==> config.mk <==
export PLATFORM = sky130hd
export DESIGN_NAME = rcf_top
export DESIGN_NICKNAME = d
export VERILOG_FILES = /design/src/core/rcf_pkg.sv /design/src/core/rcf_if.sv /design/src/core/rcf_edge.sv /design/src/core/rcf_top.sv
export SDC_FILE = /design/constraint.sdc
export NUM_CORES = 1
export LEC_CHECK = 0
export BUFFER_PORTS_ARGS = -buffer_cell sky130_fd_sc_hd__buf_4
export CORE_MARGIN = 5
export CORE_UTILIZATION = 50
export CTS_BUF_LIST = sky130_fd_sc_hd__clkbuf_16
export DETAILED_ROUTE_END_ITERATION = 8
export PLACE_DENSITY = 0.84
export SYNTH_ARGS = -nofsm -noshare
export SYNTH_HDL_FRONTEND = slang
export SYNTH_HIERARCHICAL = 1
export SYNTH_SLANG_ARGS = --single-unit
==> constraint.sdc <==
create_clock -name CLK_SYS -period 1.51 [get_ports CLK_SYS]
set_clock_uncertainty 0.05 [all_clocks]
set_input_delay 0.2265 -clock CLK_SYS [delete_from_list [all_inputs] [get_ports CLK_SYS]]
set_output_delay 0.2265 -clock CLK_SYS [all_outputs]
set_load 0.02 [all_outputs]
==> src/core/rcf_pkg.sv <==
// Purpose: shared constants for the reset-cause flag block
// Assumes: 8-bit registers on a plain strobe port, 9-bit word address
// Notes:   offsets are register addresses, one register per address
`default_nettype none
package rcf_pkg;
  localparam int unsigned AW = 9;
  localparam logic [8:0] OFS_BROWNOUT_CONTROL = 9'h18D;
  localparam logic [8:0] OFS_POWER_CONTROL_0  = 9'h18E;
  localparam logic [8:0] OFS_POWER_CONTROL_1  = 9'h18F;
  // power_control_0 field positions
  localparam int unsigned BIT_STACK_OVER  = 7;
  localparam int unsigned BIT_STACK_UNDER = 6;
  localparam int unsigned BIT_WATCHDOG    = 4;
  localparam int unsigned BIT_PIN         = 3;
  localparam int unsigned BIT_INSTR       = 2;
  localparam int unsigned BIT_POWERON     = 1;
  localparam int unsigned BIT_BROWNOUT    = 0;
  // power_control_1 and brownout_control field positions
  localparam int unsigned BIT_MEM_VIOL    = 1;
  localparam int unsigned BIT_SW_BO_EN    = 7;
  localparam int unsigned BIT_BO_READY    = 0;
  // implemented bits
  localparam logic [7:0] MASK_POWER_CONTROL_0 = 8'hDF;
  localparam logic [7:0] MASK_POWER_CONTROL_1 = 8'h02;
  // reset values, and the brown-out mode code that selects the software enable
  localparam logic       RST_SW_BO_EN = 1'h1;
  localparam logic [7:0] RST_POWER_CONTROL_0    = 8'h1D;
  localparam logic [7:0] RST_POWER_CONTROL_1    = 8'h02;
  localparam logic [1:0] BO_MODE_SW   = 2'h1;
endpackage
`default_nettype wire

==> src/core/rcf_if.sv <==
// Purpose: cause events from the edge stage to the flag register
// Assumes: one clock domain
// Notes:   each event is a one-cycle pulse
`default_nettype none
interface rcf_if;
  logic wdt;
  logic pin;
  logic instr;
  logic por;
  logic bor;
  logic mem_violation_flag;
  logic ovf;
  logic unf;
  modport src (output wdt, pin, instr, por, bor, mem_violation_flag, ovf, unf);
  modport dst (input wdt, pin, instr, por, bor, mem_violation_flag, ovf, unf);
endinterface
`default_nettype wire

==> src/core/rcf_edge.sv <==
// Purpose: turns cause levels into one-cycle events
// Assumes: cause inputs synchronous to the clock
// Notes:   a long level counts once
`default_nettype none
module rcf_edge
(
  input  wire logic       clk,   // system clock
  input  wire logic       rst_n, // synchronised reset
  input  wire logic [7:0] lvl,   // cause levels
  rcf_if.src              ev     // cause events
);
  typedef struct packed
  {
    logic [7:0] prev;
    logic [7:0] pulse;
  } rcf_edge_s;

  rcf_edge_s st;
  rcf_edge_s next_st;

  // rising edge detect
  always_comb
  begin
    next_st       = st;
    next_st.prev  = lvl;
    next_st.pulse = lvl & ~st.prev;
  end

  // state register
  always_ff @(posedge clk or negedge rst_n)
  begin
    if (!rst_n)
      st <= '0;
    else
      st <= next_st;
  end

  assign ev.wdt   = st.pulse[0];
  assign ev.pin   = st.pulse[1];
  assign ev.instr = st.pulse[2];
  assign ev.por   = st.pulse[3];
  assign ev.bor   = st.pulse[4];
  assign ev.mem_violation_flag  = st.pulse[5];
  assign ev.ovf   = st.pulse[6];
  assign ev.unf   = st.pulse[7];
endmodule
`default_nettype wire

==> src/core/rcf_top.sv <==
// Purpose: reset-cause flag registers with brown-out control
// Assumes: 50 MHz CLK_SYS, strobe register port, read data next cycle
// Notes:   cause inputs are levels; each rising edge is one event
`default_nettype none
module rcf_top
(
  input  wire logic       CLK_SYS,       // 50 MHz system clock
  input  wire logic       ARST_N,        // async reset, active low
  input  wire logic [8:0] ADDR,          // register address
  input  wire logic [7:0] WDATA,         // write data
  input  wire logic       WR,            // write strobe
  input  wire logic       RD,            // read strobe
  output logic      [7:0] RDATA,         // read data, cycle after RD
  input  wire logic       WDT_RESET,     // watchdog time-out reset
  input  wire logic       PIN_RESET,     // master-clear pin reset
  input  wire logic       INSTR_RESET,   // reset instruction executed
  input  wire logic       POR_RESET,     // power-on reset
  input  wire logic       BOR_RESET,     // brown-out reset
  input  wire logic       MEM_VIOLATION_FLAG_RESET,    // memory execution violation
  input  wire logic       STACK_PUSH_FULL, // call pushed on full stack
  input  wire logic       STACK_POP_EMPTY, // return on empty stack
  input  wire logic [1:0] BO_MODE_CFG,   // brown-out configuration field
  input  wire logic       BO_READY,      // brown-out circuit ready
  output logic            BO_ENABLE      // brown-out detector enable
);
  logic [1:0] rst_sync;
  logic       rst_n;

  ////////////////////////////////////////////////////////////////////
  // reset release through two flip-flops
  always_ff @(posedge CLK_SYS or negedge ARST_N)
  begin
    if (!ARST_N)
      rst_sync <= 2'h0;
    else
      rst_sync <= {rst_sync[0], 1'b1};
  end
  assign rst_n = rst_sync[1];

  ////////////////////////////////////////////////////////////////////
  // cause events
  rcf_if ev ();

  rcf_edge rcf_edge_inst
  (
    .clk   (CLK_SYS),
    .rst_n (rst_n),
    .lvl   ({STACK_POP_EMPTY, STACK_PUSH_FULL, MEM_VIOLATION_FLAG_RESET, BOR_RESET,
             POR_RESET, INSTR_RESET, PIN_RESET, WDT_RESET}),
    .ev    (ev)
  );

  ////////////////////////////////////////////////////////////////////
  // state
  typedef struct packed
  {
    logic [7:0] power_control_0;
    logic [7:0] power_control_1;
    logic       sw_brownout_enable;
    logic       bo_enable;
    logic [7:0] rdata;
  } rcf_top_s;

  rcf_top_s st;
  rcf_top_s next_st;

  // decode a write to one register
  function automatic logic wr_hit(input logic w, input logic [8:0] a, input logic [8:0] o);
    wr_hit = w && (a == o);
  endfunction

  logic       any_pbor;
  logic [7:0] wr0;
  logic [7:0] wr1;
  logic       wr_p0;
  logic       wr_p1;
  logic       any_ev;

  // firmware writes apply first, hardware events then override
  always_comb
  begin
    next_st  = st;
    any_pbor = ev.por | ev.bor;
    wr0      = WDATA & rcf_pkg::MASK_POWER_CONTROL_0;
    wr1      = WDATA & rcf_pkg::MASK_POWER_CONTROL_1;
    wr_p0    = wr_hit(WR, ADDR, rcf_pkg::OFS_POWER_CONTROL_0);
    wr_p1    = wr_hit(WR, ADDR, rcf_pkg::OFS_POWER_CONTROL_1);
    any_ev   = any_pbor | ev.wdt | ev.pin | ev.instr | ev.mem_violation_flag | ev.ovf | ev.unf;
    // firmware stores value only, no reset action
    if (wr_p0)
      next_st.power_control_0 = wr0;
    if (wr_p1)
      next_st.power_control_1 = wr1;
    if (wr_hit(WR, ADDR, rcf_pkg::OFS_BROWNOUT_CONTROL))
      next_st.sw_brownout_enable = WDATA[rcf_pkg::BIT_SW_BO_EN];
    // stack faults set only
    if (ev.ovf)
      next_st.power_control_0[rcf_pkg::BIT_STACK_OVER] = 1'b1;
    if (ev.unf)
      next_st.power_control_0[rcf_pkg::BIT_STACK_UNDER] = 1'b1;
    // each cause clears only its own flag
    if (ev.wdt)
      next_st.power_control_0[rcf_pkg::BIT_WATCHDOG] = 1'b0;
    if (ev.pin)
      next_st.power_control_0[rcf_pkg::BIT_PIN] = 1'b0;
    if (ev.instr)
      next_st.power_control_0[rcf_pkg::BIT_INSTR] = 1'b0;
    if (ev.mem_violation_flag)
      next_st.power_control_1[rcf_pkg::BIT_MEM_VIOL] = 1'b0;
    // power-on / brown-out initialisation, others keep bits
    if (any_pbor)
    begin
      next_st.power_control_0[rcf_pkg::BIT_STACK_OVER]  = 1'b0;
      next_st.power_control_0[rcf_pkg::BIT_STACK_UNDER] = 1'b0;
      next_st.power_control_0[rcf_pkg::BIT_WATCHDOG]    = 1'b1;
      next_st.power_control_0[rcf_pkg::BIT_PIN]         = 1'b1;
      next_st.power_control_0[rcf_pkg::BIT_INSTR]       = 1'b1;
      next_st.power_control_0[rcf_pkg::BIT_POWERON]     = !ev.por ? st.power_control_0[rcf_pkg::BIT_POWERON]
                                                       : 1'b0;
      next_st.power_control_0[rcf_pkg::BIT_BROWNOUT]    = !ev.bor;
      if (ev.bor)
        next_st.power_control_0[rcf_pkg::BIT_POWERON] = st.power_control_0[rcf_pkg::BIT_POWERON] & ~ev.por;
      next_st.power_control_1[rcf_pkg::BIT_MEM_VIOL]    = 1'b1;
      next_st.sw_brownout_enable              = rcf_pkg::RST_SW_BO_EN;
    end
    // software enable matters only in mode 01
    next_st.bo_enable = (BO_MODE_CFG == rcf_pkg::BO_MODE_SW) ? st.sw_brownout_enable
                                                              : 1'b1;
    // read path, unmapped reads zero
    next_st.rdata = 8'h00;
    if (RD)
    begin
      case (ADDR)
        rcf_pkg::OFS_BROWNOUT_CONTROL:
          next_st.rdata = {st.sw_brownout_enable, 6'h00, BO_READY};
        rcf_pkg::OFS_POWER_CONTROL_0:
          next_st.rdata = st.power_control_0 & rcf_pkg::MASK_POWER_CONTROL_0;
        rcf_pkg::OFS_POWER_CONTROL_1:
          next_st.rdata = st.power_control_1 & rcf_pkg::MASK_POWER_CONTROL_1;
        default:
          next_st.rdata = 8'h00;
      endcase
    end
  end

  // state register; power-up state is that of a power-on reset
  always_ff @(posedge CLK_SYS or negedge rst_n)
  begin
    if (!rst_n)
    begin
      st                    <= '0;
      st.power_control_0              <= rcf_pkg::RST_POWER_CONTROL_0;
      st.power_control_1              <= rcf_pkg::RST_POWER_CONTROL_1;
      st.sw_brownout_enable <= rcf_pkg::RST_SW_BO_EN;
      st.bo_enable          <= 1'b1;
    end
    else
      st <= next_st;
  end

  assign RDATA     = st.rdata;
  assign BO_ENABLE = st.bo_enable;

  ////////////////////////////////////////////////////////////////////
  // checks
  chk_ovf_set: assert property (@(posedge CLK_SYS) disable iff (!rst_n)
    ev.ovf && !any_pbor |=> st.power_control_0[rcf_pkg::BIT_STACK_OVER])
    else $error("overflow flag not set");
  chk_unf_set: assert property (@(posedge CLK_SYS) disable iff (!rst_n)
    ev.unf && !any_pbor |=> st.power_control_0[rcf_pkg::BIT_STACK_UNDER])
    else $error("underflow flag not set");
  chk_stack_hold: assert property (@(posedge CLK_SYS) disable iff (!rst_n)
    $rose(st.power_control_0[rcf_pkg::BIT_STACK_OVER]) |-> $past(ev.ovf) || $past(wr_p0))
    else $error("overflow flag rose without cause");
  chk_wdt_clear: assert property (@(posedge CLK_SYS) disable iff (!rst_n)
    ev.wdt && !any_pbor |=> !st.power_control_0[rcf_pkg::BIT_WATCHDOG])
    else $error("watchdog flag not cleared");
  chk_pin_clear: assert property (@(posedge CLK_SYS) disable iff (!rst_n)
    ev.pin && !any_pbor |=> !st.power_control_0[rcf_pkg::BIT_PIN])
    else $error("pin flag not cleared");
  chk_instr_clear: assert property (@(posedge CLK_SYS) disable iff (!rst_n)
    ev.instr && !any_pbor |=> !st.power_control_0[rcf_pkg::BIT_INSTR])
    else $error("instruction flag not cleared");
  chk_por_clear: assert property (@(posedge CLK_SYS) disable iff (!rst_n)
    ev.por |=> !st.power_control_0[rcf_pkg::BIT_POWERON])
    else $error("power-on status not cleared");
  chk_bor_clear: assert property (@(posedge CLK_SYS) disable iff (!rst_n)
    ev.bor |=> !st.power_control_0[rcf_pkg::BIT_BROWNOUT])
    else $error("brown-out status not cleared");
  chk_mem_violation_flag_clear: assert property (@(posedge CLK_SYS) disable iff (!rst_n)
    ev.mem_violation_flag && !any_pbor |=> !st.power_control_1[rcf_pkg::BIT_MEM_VIOL])
    else $error("violation flag not cleared");
  chk_pbor_init: assert property (@(posedge CLK_SYS) disable iff (!rst_n)
    any_pbor |=> st.power_control_0[7:6] == 2'h0 && st.power_control_0[4:2] == 3'h7)
    else $error("cause flags not initialised");
  chk_keep_por: assert property (@(posedge CLK_SYS) disable iff (!rst_n)
    !any_pbor && !WR |=> $stable(st.power_control_0[1:0]))
    else $error("power bits changed by other reset");
  chk_rsvd_zero: assert property (@(posedge CLK_SYS) disable iff (!rst_n)
    RD && ADDR == rcf_pkg::OFS_POWER_CONTROL_0 |=> RDATA[5] == 1'b0)
    else $error("reserved bit reads nonzero");
  chk_sw_enable: assert property (@(posedge CLK_SYS) disable iff (!rst_n)
    BO_MODE_CFG != rcf_pkg::BO_MODE_SW |=> BO_ENABLE)
    else $error("enable gated outside mode 01");

  ////////////////////////////////////////////////////////////////////
  // further checks: precedence, isolation, storage
  // underflow flag rises only on a fault or a firmware write
  chk_unf_hold: assert property (@(posedge CLK_SYS) disable iff (!rst_n)
    $rose(st.power_control_0[rcf_pkg::BIT_STACK_UNDER]) |-> $past(ev.unf) || $past(wr_p0))
    else $error("underflow flag rose without cause");

  // a cause event beats a firmware write landing in the same cycle
  chk_ovf_wins: assert property (@(posedge CLK_SYS) disable iff (!rst_n)
    ev.ovf && wr_p0 && !any_pbor |=> st.power_control_0[rcf_pkg::BIT_STACK_OVER])
    else $error("overflow lost to firmware write");
  chk_unf_wins: assert property (@(posedge CLK_SYS) disable iff (!rst_n)
    ev.unf && wr_p0 && !any_pbor |=> st.power_control_0[rcf_pkg::BIT_STACK_UNDER])
    else $error("underflow lost to firmware write");
  chk_wdt_wins: assert property (@(posedge CLK_SYS) disable iff (!rst_n)
    ev.wdt && wr_p0 && !any_pbor |=> !st.power_control_0[rcf_pkg::BIT_WATCHDOG])
    else $error("watchdog clear lost to firmware write");
  chk_pin_wins: assert property (@(posedge CLK_SYS) disable iff (!rst_n)
    ev.pin && wr_p0 && !any_pbor |=> !st.power_control_0[rcf_pkg::BIT_PIN])
    else $error("pin clear lost to firmware write");
  chk_mem_violation_flag_wins: assert property (@(posedge CLK_SYS) disable iff (!rst_n)
    ev.mem_violation_flag && wr_p1 && !any_pbor |=> !st.power_control_1[rcf_pkg::BIT_MEM_VIOL])
    else $error("violation clear lost to firmware write");

  // a lone cause leaves the other cause flags alone
  chk_wdt_only: assert property (@(posedge CLK_SYS) disable iff (!rst_n)
    ev.wdt && !ev.pin && !ev.instr && !any_pbor && !wr_p0 |=>
      $stable(st.power_control_0[3:0]))
    else $error("watchdog cause touched other flags");
  chk_pin_only: assert property (@(posedge CLK_SYS) disable iff (!rst_n)
    ev.pin && !ev.wdt && !ev.instr && !any_pbor && !wr_p0 |=>
      $stable(st.power_control_0[4]) && $stable(st.power_control_0[2:0]))
    else $error("pin cause touched other flags");
  chk_instr_only: assert property (@(posedge CLK_SYS) disable iff (!rst_n)
    ev.instr && !ev.wdt && !ev.pin && !any_pbor && !wr_p0 |=>
      $stable(st.power_control_0[4:3]) && $stable(st.power_control_0[1:0]))
    else $error("instruction cause touched other flags");
  chk_mem_violation_flag_only: assert property (@(posedge CLK_SYS) disable iff (!rst_n)
    ev.mem_violation_flag && !ev.wdt && !ev.pin && !ev.instr && !any_pbor && !wr_p0 |=>
      $stable(st.power_control_0[4:0]))
    else $error("violation cause touched other flags");

  // power-on / brown-out initialisation of the remaining bits
  chk_por_bo_set: assert property (@(posedge CLK_SYS) disable iff (!rst_n)
    ev.por && !ev.bor |=> st.power_control_0[rcf_pkg::BIT_BROWNOUT])
    else $error("brown-out status not set on power-on");
  chk_pbor_mem_violation_flag: assert property (@(posedge CLK_SYS) disable iff (!rst_n)
    any_pbor |=> st.power_control_1[rcf_pkg::BIT_MEM_VIOL])
    else $error("violation flag not initialised");
  chk_pbor_swen: assert property (@(posedge CLK_SYS) disable iff (!rst_n)
    any_pbor |=> st.sw_brownout_enable)
    else $error("software enable not initialised");

  // firmware writes store the value and start nothing
  chk_wr_p0_store: assert property (@(posedge CLK_SYS) disable iff (!rst_n)
    wr_p0 && !any_ev |=>
      st.power_control_0 == ($past(WDATA) & rcf_pkg::MASK_POWER_CONTROL_0))
    else $error("power_control_0 write not stored");
  chk_wr_p1_store: assert property (@(posedge CLK_SYS) disable iff (!rst_n)
    wr_p1 && !any_pbor && !ev.mem_violation_flag |=>
      st.power_control_1 == ($past(WDATA) & rcf_pkg::MASK_POWER_CONTROL_1))
    else $error("power_control_1 write not stored");
  chk_wr_no_reset: assert property (@(posedge CLK_SYS) disable iff (!rst_n)
    wr_p0 && !any_pbor && !ev.mem_violation_flag |=> $stable(st.power_control_1) && $stable(st.sw_brownout_enable))
    else $error("firmware write started a reset action");

  // unimplemented bits stay zero in storage and on reads
  chk_rsvd_store: assert property (@(posedge CLK_SYS) disable iff (!rst_n)
    (st.power_control_0 & ~rcf_pkg::MASK_POWER_CONTROL_0) == 8'h00 &&
      (st.power_control_1 & ~rcf_pkg::MASK_POWER_CONTROL_1) == 8'h00)
    else $error("unimplemented bit stored");
  chk_p1_rsvd_rd: assert property (@(posedge CLK_SYS) disable iff (!rst_n)
    RD && ADDR == rcf_pkg::OFS_POWER_CONTROL_1 |=> (RDATA & ~rcf_pkg::MASK_POWER_CONTROL_1) == 8'h00)
    else $error("unimplemented bit of power_control_1 reads nonzero");
  chk_rdata_idle: assert property (@(posedge CLK_SYS) disable iff (!rst_n)
    !RD |=> RDATA == 8'h00)
    else $error("read data nonzero without read");

  // enable follows the software bit in mode 01
  chk_sw_follow: assert property (@(posedge CLK_SYS) disable iff (!rst_n)
    BO_MODE_CFG == rcf_pkg::BO_MODE_SW |=> BO_ENABLE == $past(st.sw_brownout_enable))
    else $error("enable does not follow software bit");
endmodule
`default_nettype wire
==> qor.txt <==
GLOBAL ROUTING
--------------------------------------------------------------------------------------
Number of antenna violations at the first check in global routing                    0
Vias in the first global route                                                    1111
First-pass GRT wire length                                                     4.94 mm
Largest net degree at the start of global routing                                   19
Aggregate global-route resource usage                                            15.7%
GR Overflow Total                                                                    0

CLOCK TREE
--------------------------------------------------------------------------------------
Number of buffers added by the clock tree synthesis step                             5
Clock-pin slew on the worst setup and hold paths                               0.05 ns
Number of clock sinks seen by CTS                                                   35
Buffers inserted by post-CTS timing repair                                           0
Root buffer selected by CTS                                                  clkbuf_16
Buffer levels on the longest clock path                                              2
Clock latency on the worst-skew pair                                           0.28 ns
Number of levels in the clock H-tree                                                 2
TritonCTS clock tree                                                               yes

DRT
--------------------------------------------------------------------------------------
Count of nets left with antenna violations after detail routing                      0
Vias                                                                               994
Number of vias per cell after detailed routing                                    5.26
Highest routed layer                                                              met4
Length of the first detailed-routing pass in iterations                              4
Total length of routed wires                                                   2.83 mm
Met1 routed wirelength after detailed routing                                  1.09 mm
Wire per inst                                                                  15.0 um
Detailed-routed wire length on met3                                             253 um
DRC violations left                                                                  0
Violation count after the first detailed-routing iteration                          46
Wire length on met2                                                            1.43 mm

WORST SETUP PATH
--------------------------------------------------------------------------------------
Class of the most critical setup path                                     primary input to flip-flop
Worst path required time                                                       1.67 ns
Reg-to-reg startpoint                                                     rcf_edge_inst/ev.mem_violation_flag
Arrival time at the worst endpoint                                             1.47 ns
Reg2Reg Depth                                                                        3
Register-to-Register Setup Slack                                               0.24 ns
Max Fanout on Critical Path                                                          2
Critical path launch point type                                           primary input
Worst Setup End Kind                                                         flip-flop
Capturing point of the worst reg2reg path                                       st[11]

JOB
--------------------------------------------------------------------------------------
Count of max-cap constraint violations                                               0

DIE
--------------------------------------------------------------------------------------
X dimension of the die                                                         64.1 um
Die Span Y                                                                     64.1 um
Initial standard-cell utilization of the core                                    52.7%
Area of the die                                                            0.00411 mm2
Area of the placeable core                                                 0.00278 mm2
Top-level I/O count                                                                 41
Number of cell rows                                                                 19

YOSYS
--------------------------------------------------------------------------------------
Total number of yosys warnings                                                       6
Count of distinct cell types in the synthesized netlist                             30
Area share of the largest cell type after synthesis                              47.8%
Count of mapped cells out of synthesis                                             114
Dominant register cell in the synthesized netlist                              dfrtp_1
Post-synth ARST share                                                             100%
Synth Net Count                                                                    146
Yosys reg bits                                                                      35
Most area-consuming cells after synthesis                                 dfrtp_1 48%, dfstp_2 13%, nor2b_4 7.5%
Average cell area after synthesis                                             12.9 um2
Number of enable-type register cells in the synthesized netlist                      0
Biggest area consumer among synthesized cells                                  dfrtp_1
Post-synthesis instance area                                               0.00147 mm2
Share of synthesized area occupied by flip-flops and latches                     60.4%

HOLD PATH
--------------------------------------------------------------------------------------
Destination of the worst hold path                                        rcf_edge_inst/st[11]
Hold WC Path Type                                                         primary input to flip-flop
Launch point of the worst hold path                                          POR_RESET
Hold Crit Depth                                                                      1

POWER AND IR DROP
--------------------------------------------------------------------------------------
Power Density                                                              1120 mW/mm2
Part of the total power dissipated in sequential elements                        47.2%
Leakage power                                                              0.000948 uW
Share of total power in the clock network                                        44.2%
Cell-internal power                                                            1700 uW
Peak supply drop                                                               1.23 mV
Combinational power share                                                         8.6%
P_sw                                                                            460 uW
Sw Share                                                                         21.3%

STA
--------------------------------------------------------------------------------------
Final critical-path required period                                            1.31 ns
Worst-case setup margin in the final layout                                   0.200 ns
Setup TNS Final                                                                   0 ns
Final max-slew violation count                                                       0
RSZ-0062 raised after global routing                                                no
Number of endpoints with negative hold slack in the final report                     0
Period utilisation layout                                                        86.8%
F_max                                                                          763 MHz
Final count of negative-setup-slack endpoints                                        0

FINISH
--------------------------------------------------------------------------------------
Design area                                                                0.00193 mm2
Fin util                                                                         69.3%
Area Overhead vs Synth                                                           31.6%
Antenna cell count                                                                   0
Nets@finish                                                                        189
Most common library cell in the layout ignoring fill and taps                    buf_4
Ratio of cells with drive above 1 in the final layout                            43.7%
Top library cells by usage in the layout, fill and taps aside             46 x buf_4, 28 x dfrtp_1, 8 x nand4_1, 8 x nor2b_4

OUTCOME
--------------------------------------------------------------------------------------
Run status                                                                finished, final reports clean

PLACED DESIGN
--------------------------------------------------------------------------------------
Worst slack, placed                                                         -0.0792 ns
Placed instance area                                                       0.00178 mm2
Post-detailed-placement half-perimeter wirelength                              2.13 mm
Number of buffer cells added on primary ports                                       38
Weighted congestion reported at the end of routability-driven placement          0.754

## sequential cells by signal, summed over array words and instances (netlist names), 2 cells and up
name              cells
RDATA                 7
rcf_edge_inst/st      8
rst_sync              2
st                    9
## area by class of cell
type | instances | area (um2)
fill | 194 | 853
clock buffer | 5 | 125
multi-input combinational | 61 | 483
inverter | 7 | 26.3
sequential | 35 | 885
timing repair buffer | 47 | 355
clock inverter | 3 | 15.0
tap | 31 | 38.8
## power by group through the flow
stage / logic (uW) / registers (uW) / clock network, uW
finish: 186 / 1020 / 953
detailed placement: 184 / 1030 / 0
floorplan: 73.2 / 1040 / 0
global placement: 176 / 1030 / 0
global route: 206 / 1020 / 1040
CTS: 188 / 1020 / 982
## kinds of logic (layout without fill, tap and decap cells)
kind of cell           count (synthesis)  count (layout)  synth area share [%]
multiplexers                           1               1                 0.683
AO/OA/AOI/OAI                         12              12                  7.17
flip-flops                            35              35                  60.4
buffers and inverters                 18              62                  6.66
other                                  2               2                 0.513
AND/OR/NAND/NOR                       46              46                  24.6
## per-layer routing
layer  vias to the layer above  global-route usage (%)
met5                         -                       0
met4                         0                    6.87
met3                         8                    7.18
met2                        51                    26.4
met1                       457                    17.1
li1                        478                       -
## worst max path at each step
| stage | end | from | cells past startpoint |
|---|---|---|---|
| final | st[11] | ADDR[5] | 4 |
| after global routing | st[11] | ADDR[5] | 4 |
| after CTS | st[11] | ADDR[5] | 4 |
| after detailed placement | st[11] | ADDR[5] | 4 |
| after global placement | st[11] | ADDR[5] | 4 |
| after floorplan | st[11] | ADDR[5] | 3 |
## cells in the mapped netlist (all sizes together), types with 3 or more instances
cell and n:
dfstp 7, nor2b 13, buf 8, nand4 8
nor2 6, o311ai 4, dfrtp 28, inv 7
clkbuf 3, and2 4, o311a 3
## per-stage QoR
stage	total power (uW)	hold WS, ns	cells
2_1_floorplan	1110	-0.119	114
3_3_place_gp	1210	-0.0407	180
3_5_place_dp	1220	-0.0400	180
4_1_cts	2190	0.00670	189
5_1_grt	2270	0.00343	189
6_report	2160	0.0153	189
## critical path, stage by stage
cell	delay (ns)
buf_4	0.11
or4b_1	0.52
or4_1	0.51
nand3_1	0.10
## repair_timing
item                      in CTS  in global routing
hold buffers                   1                  0
resized for setup              0                  0
hold endpoints to repair       2                  0
Note: power is estimated with default switching activity, not from simulation.
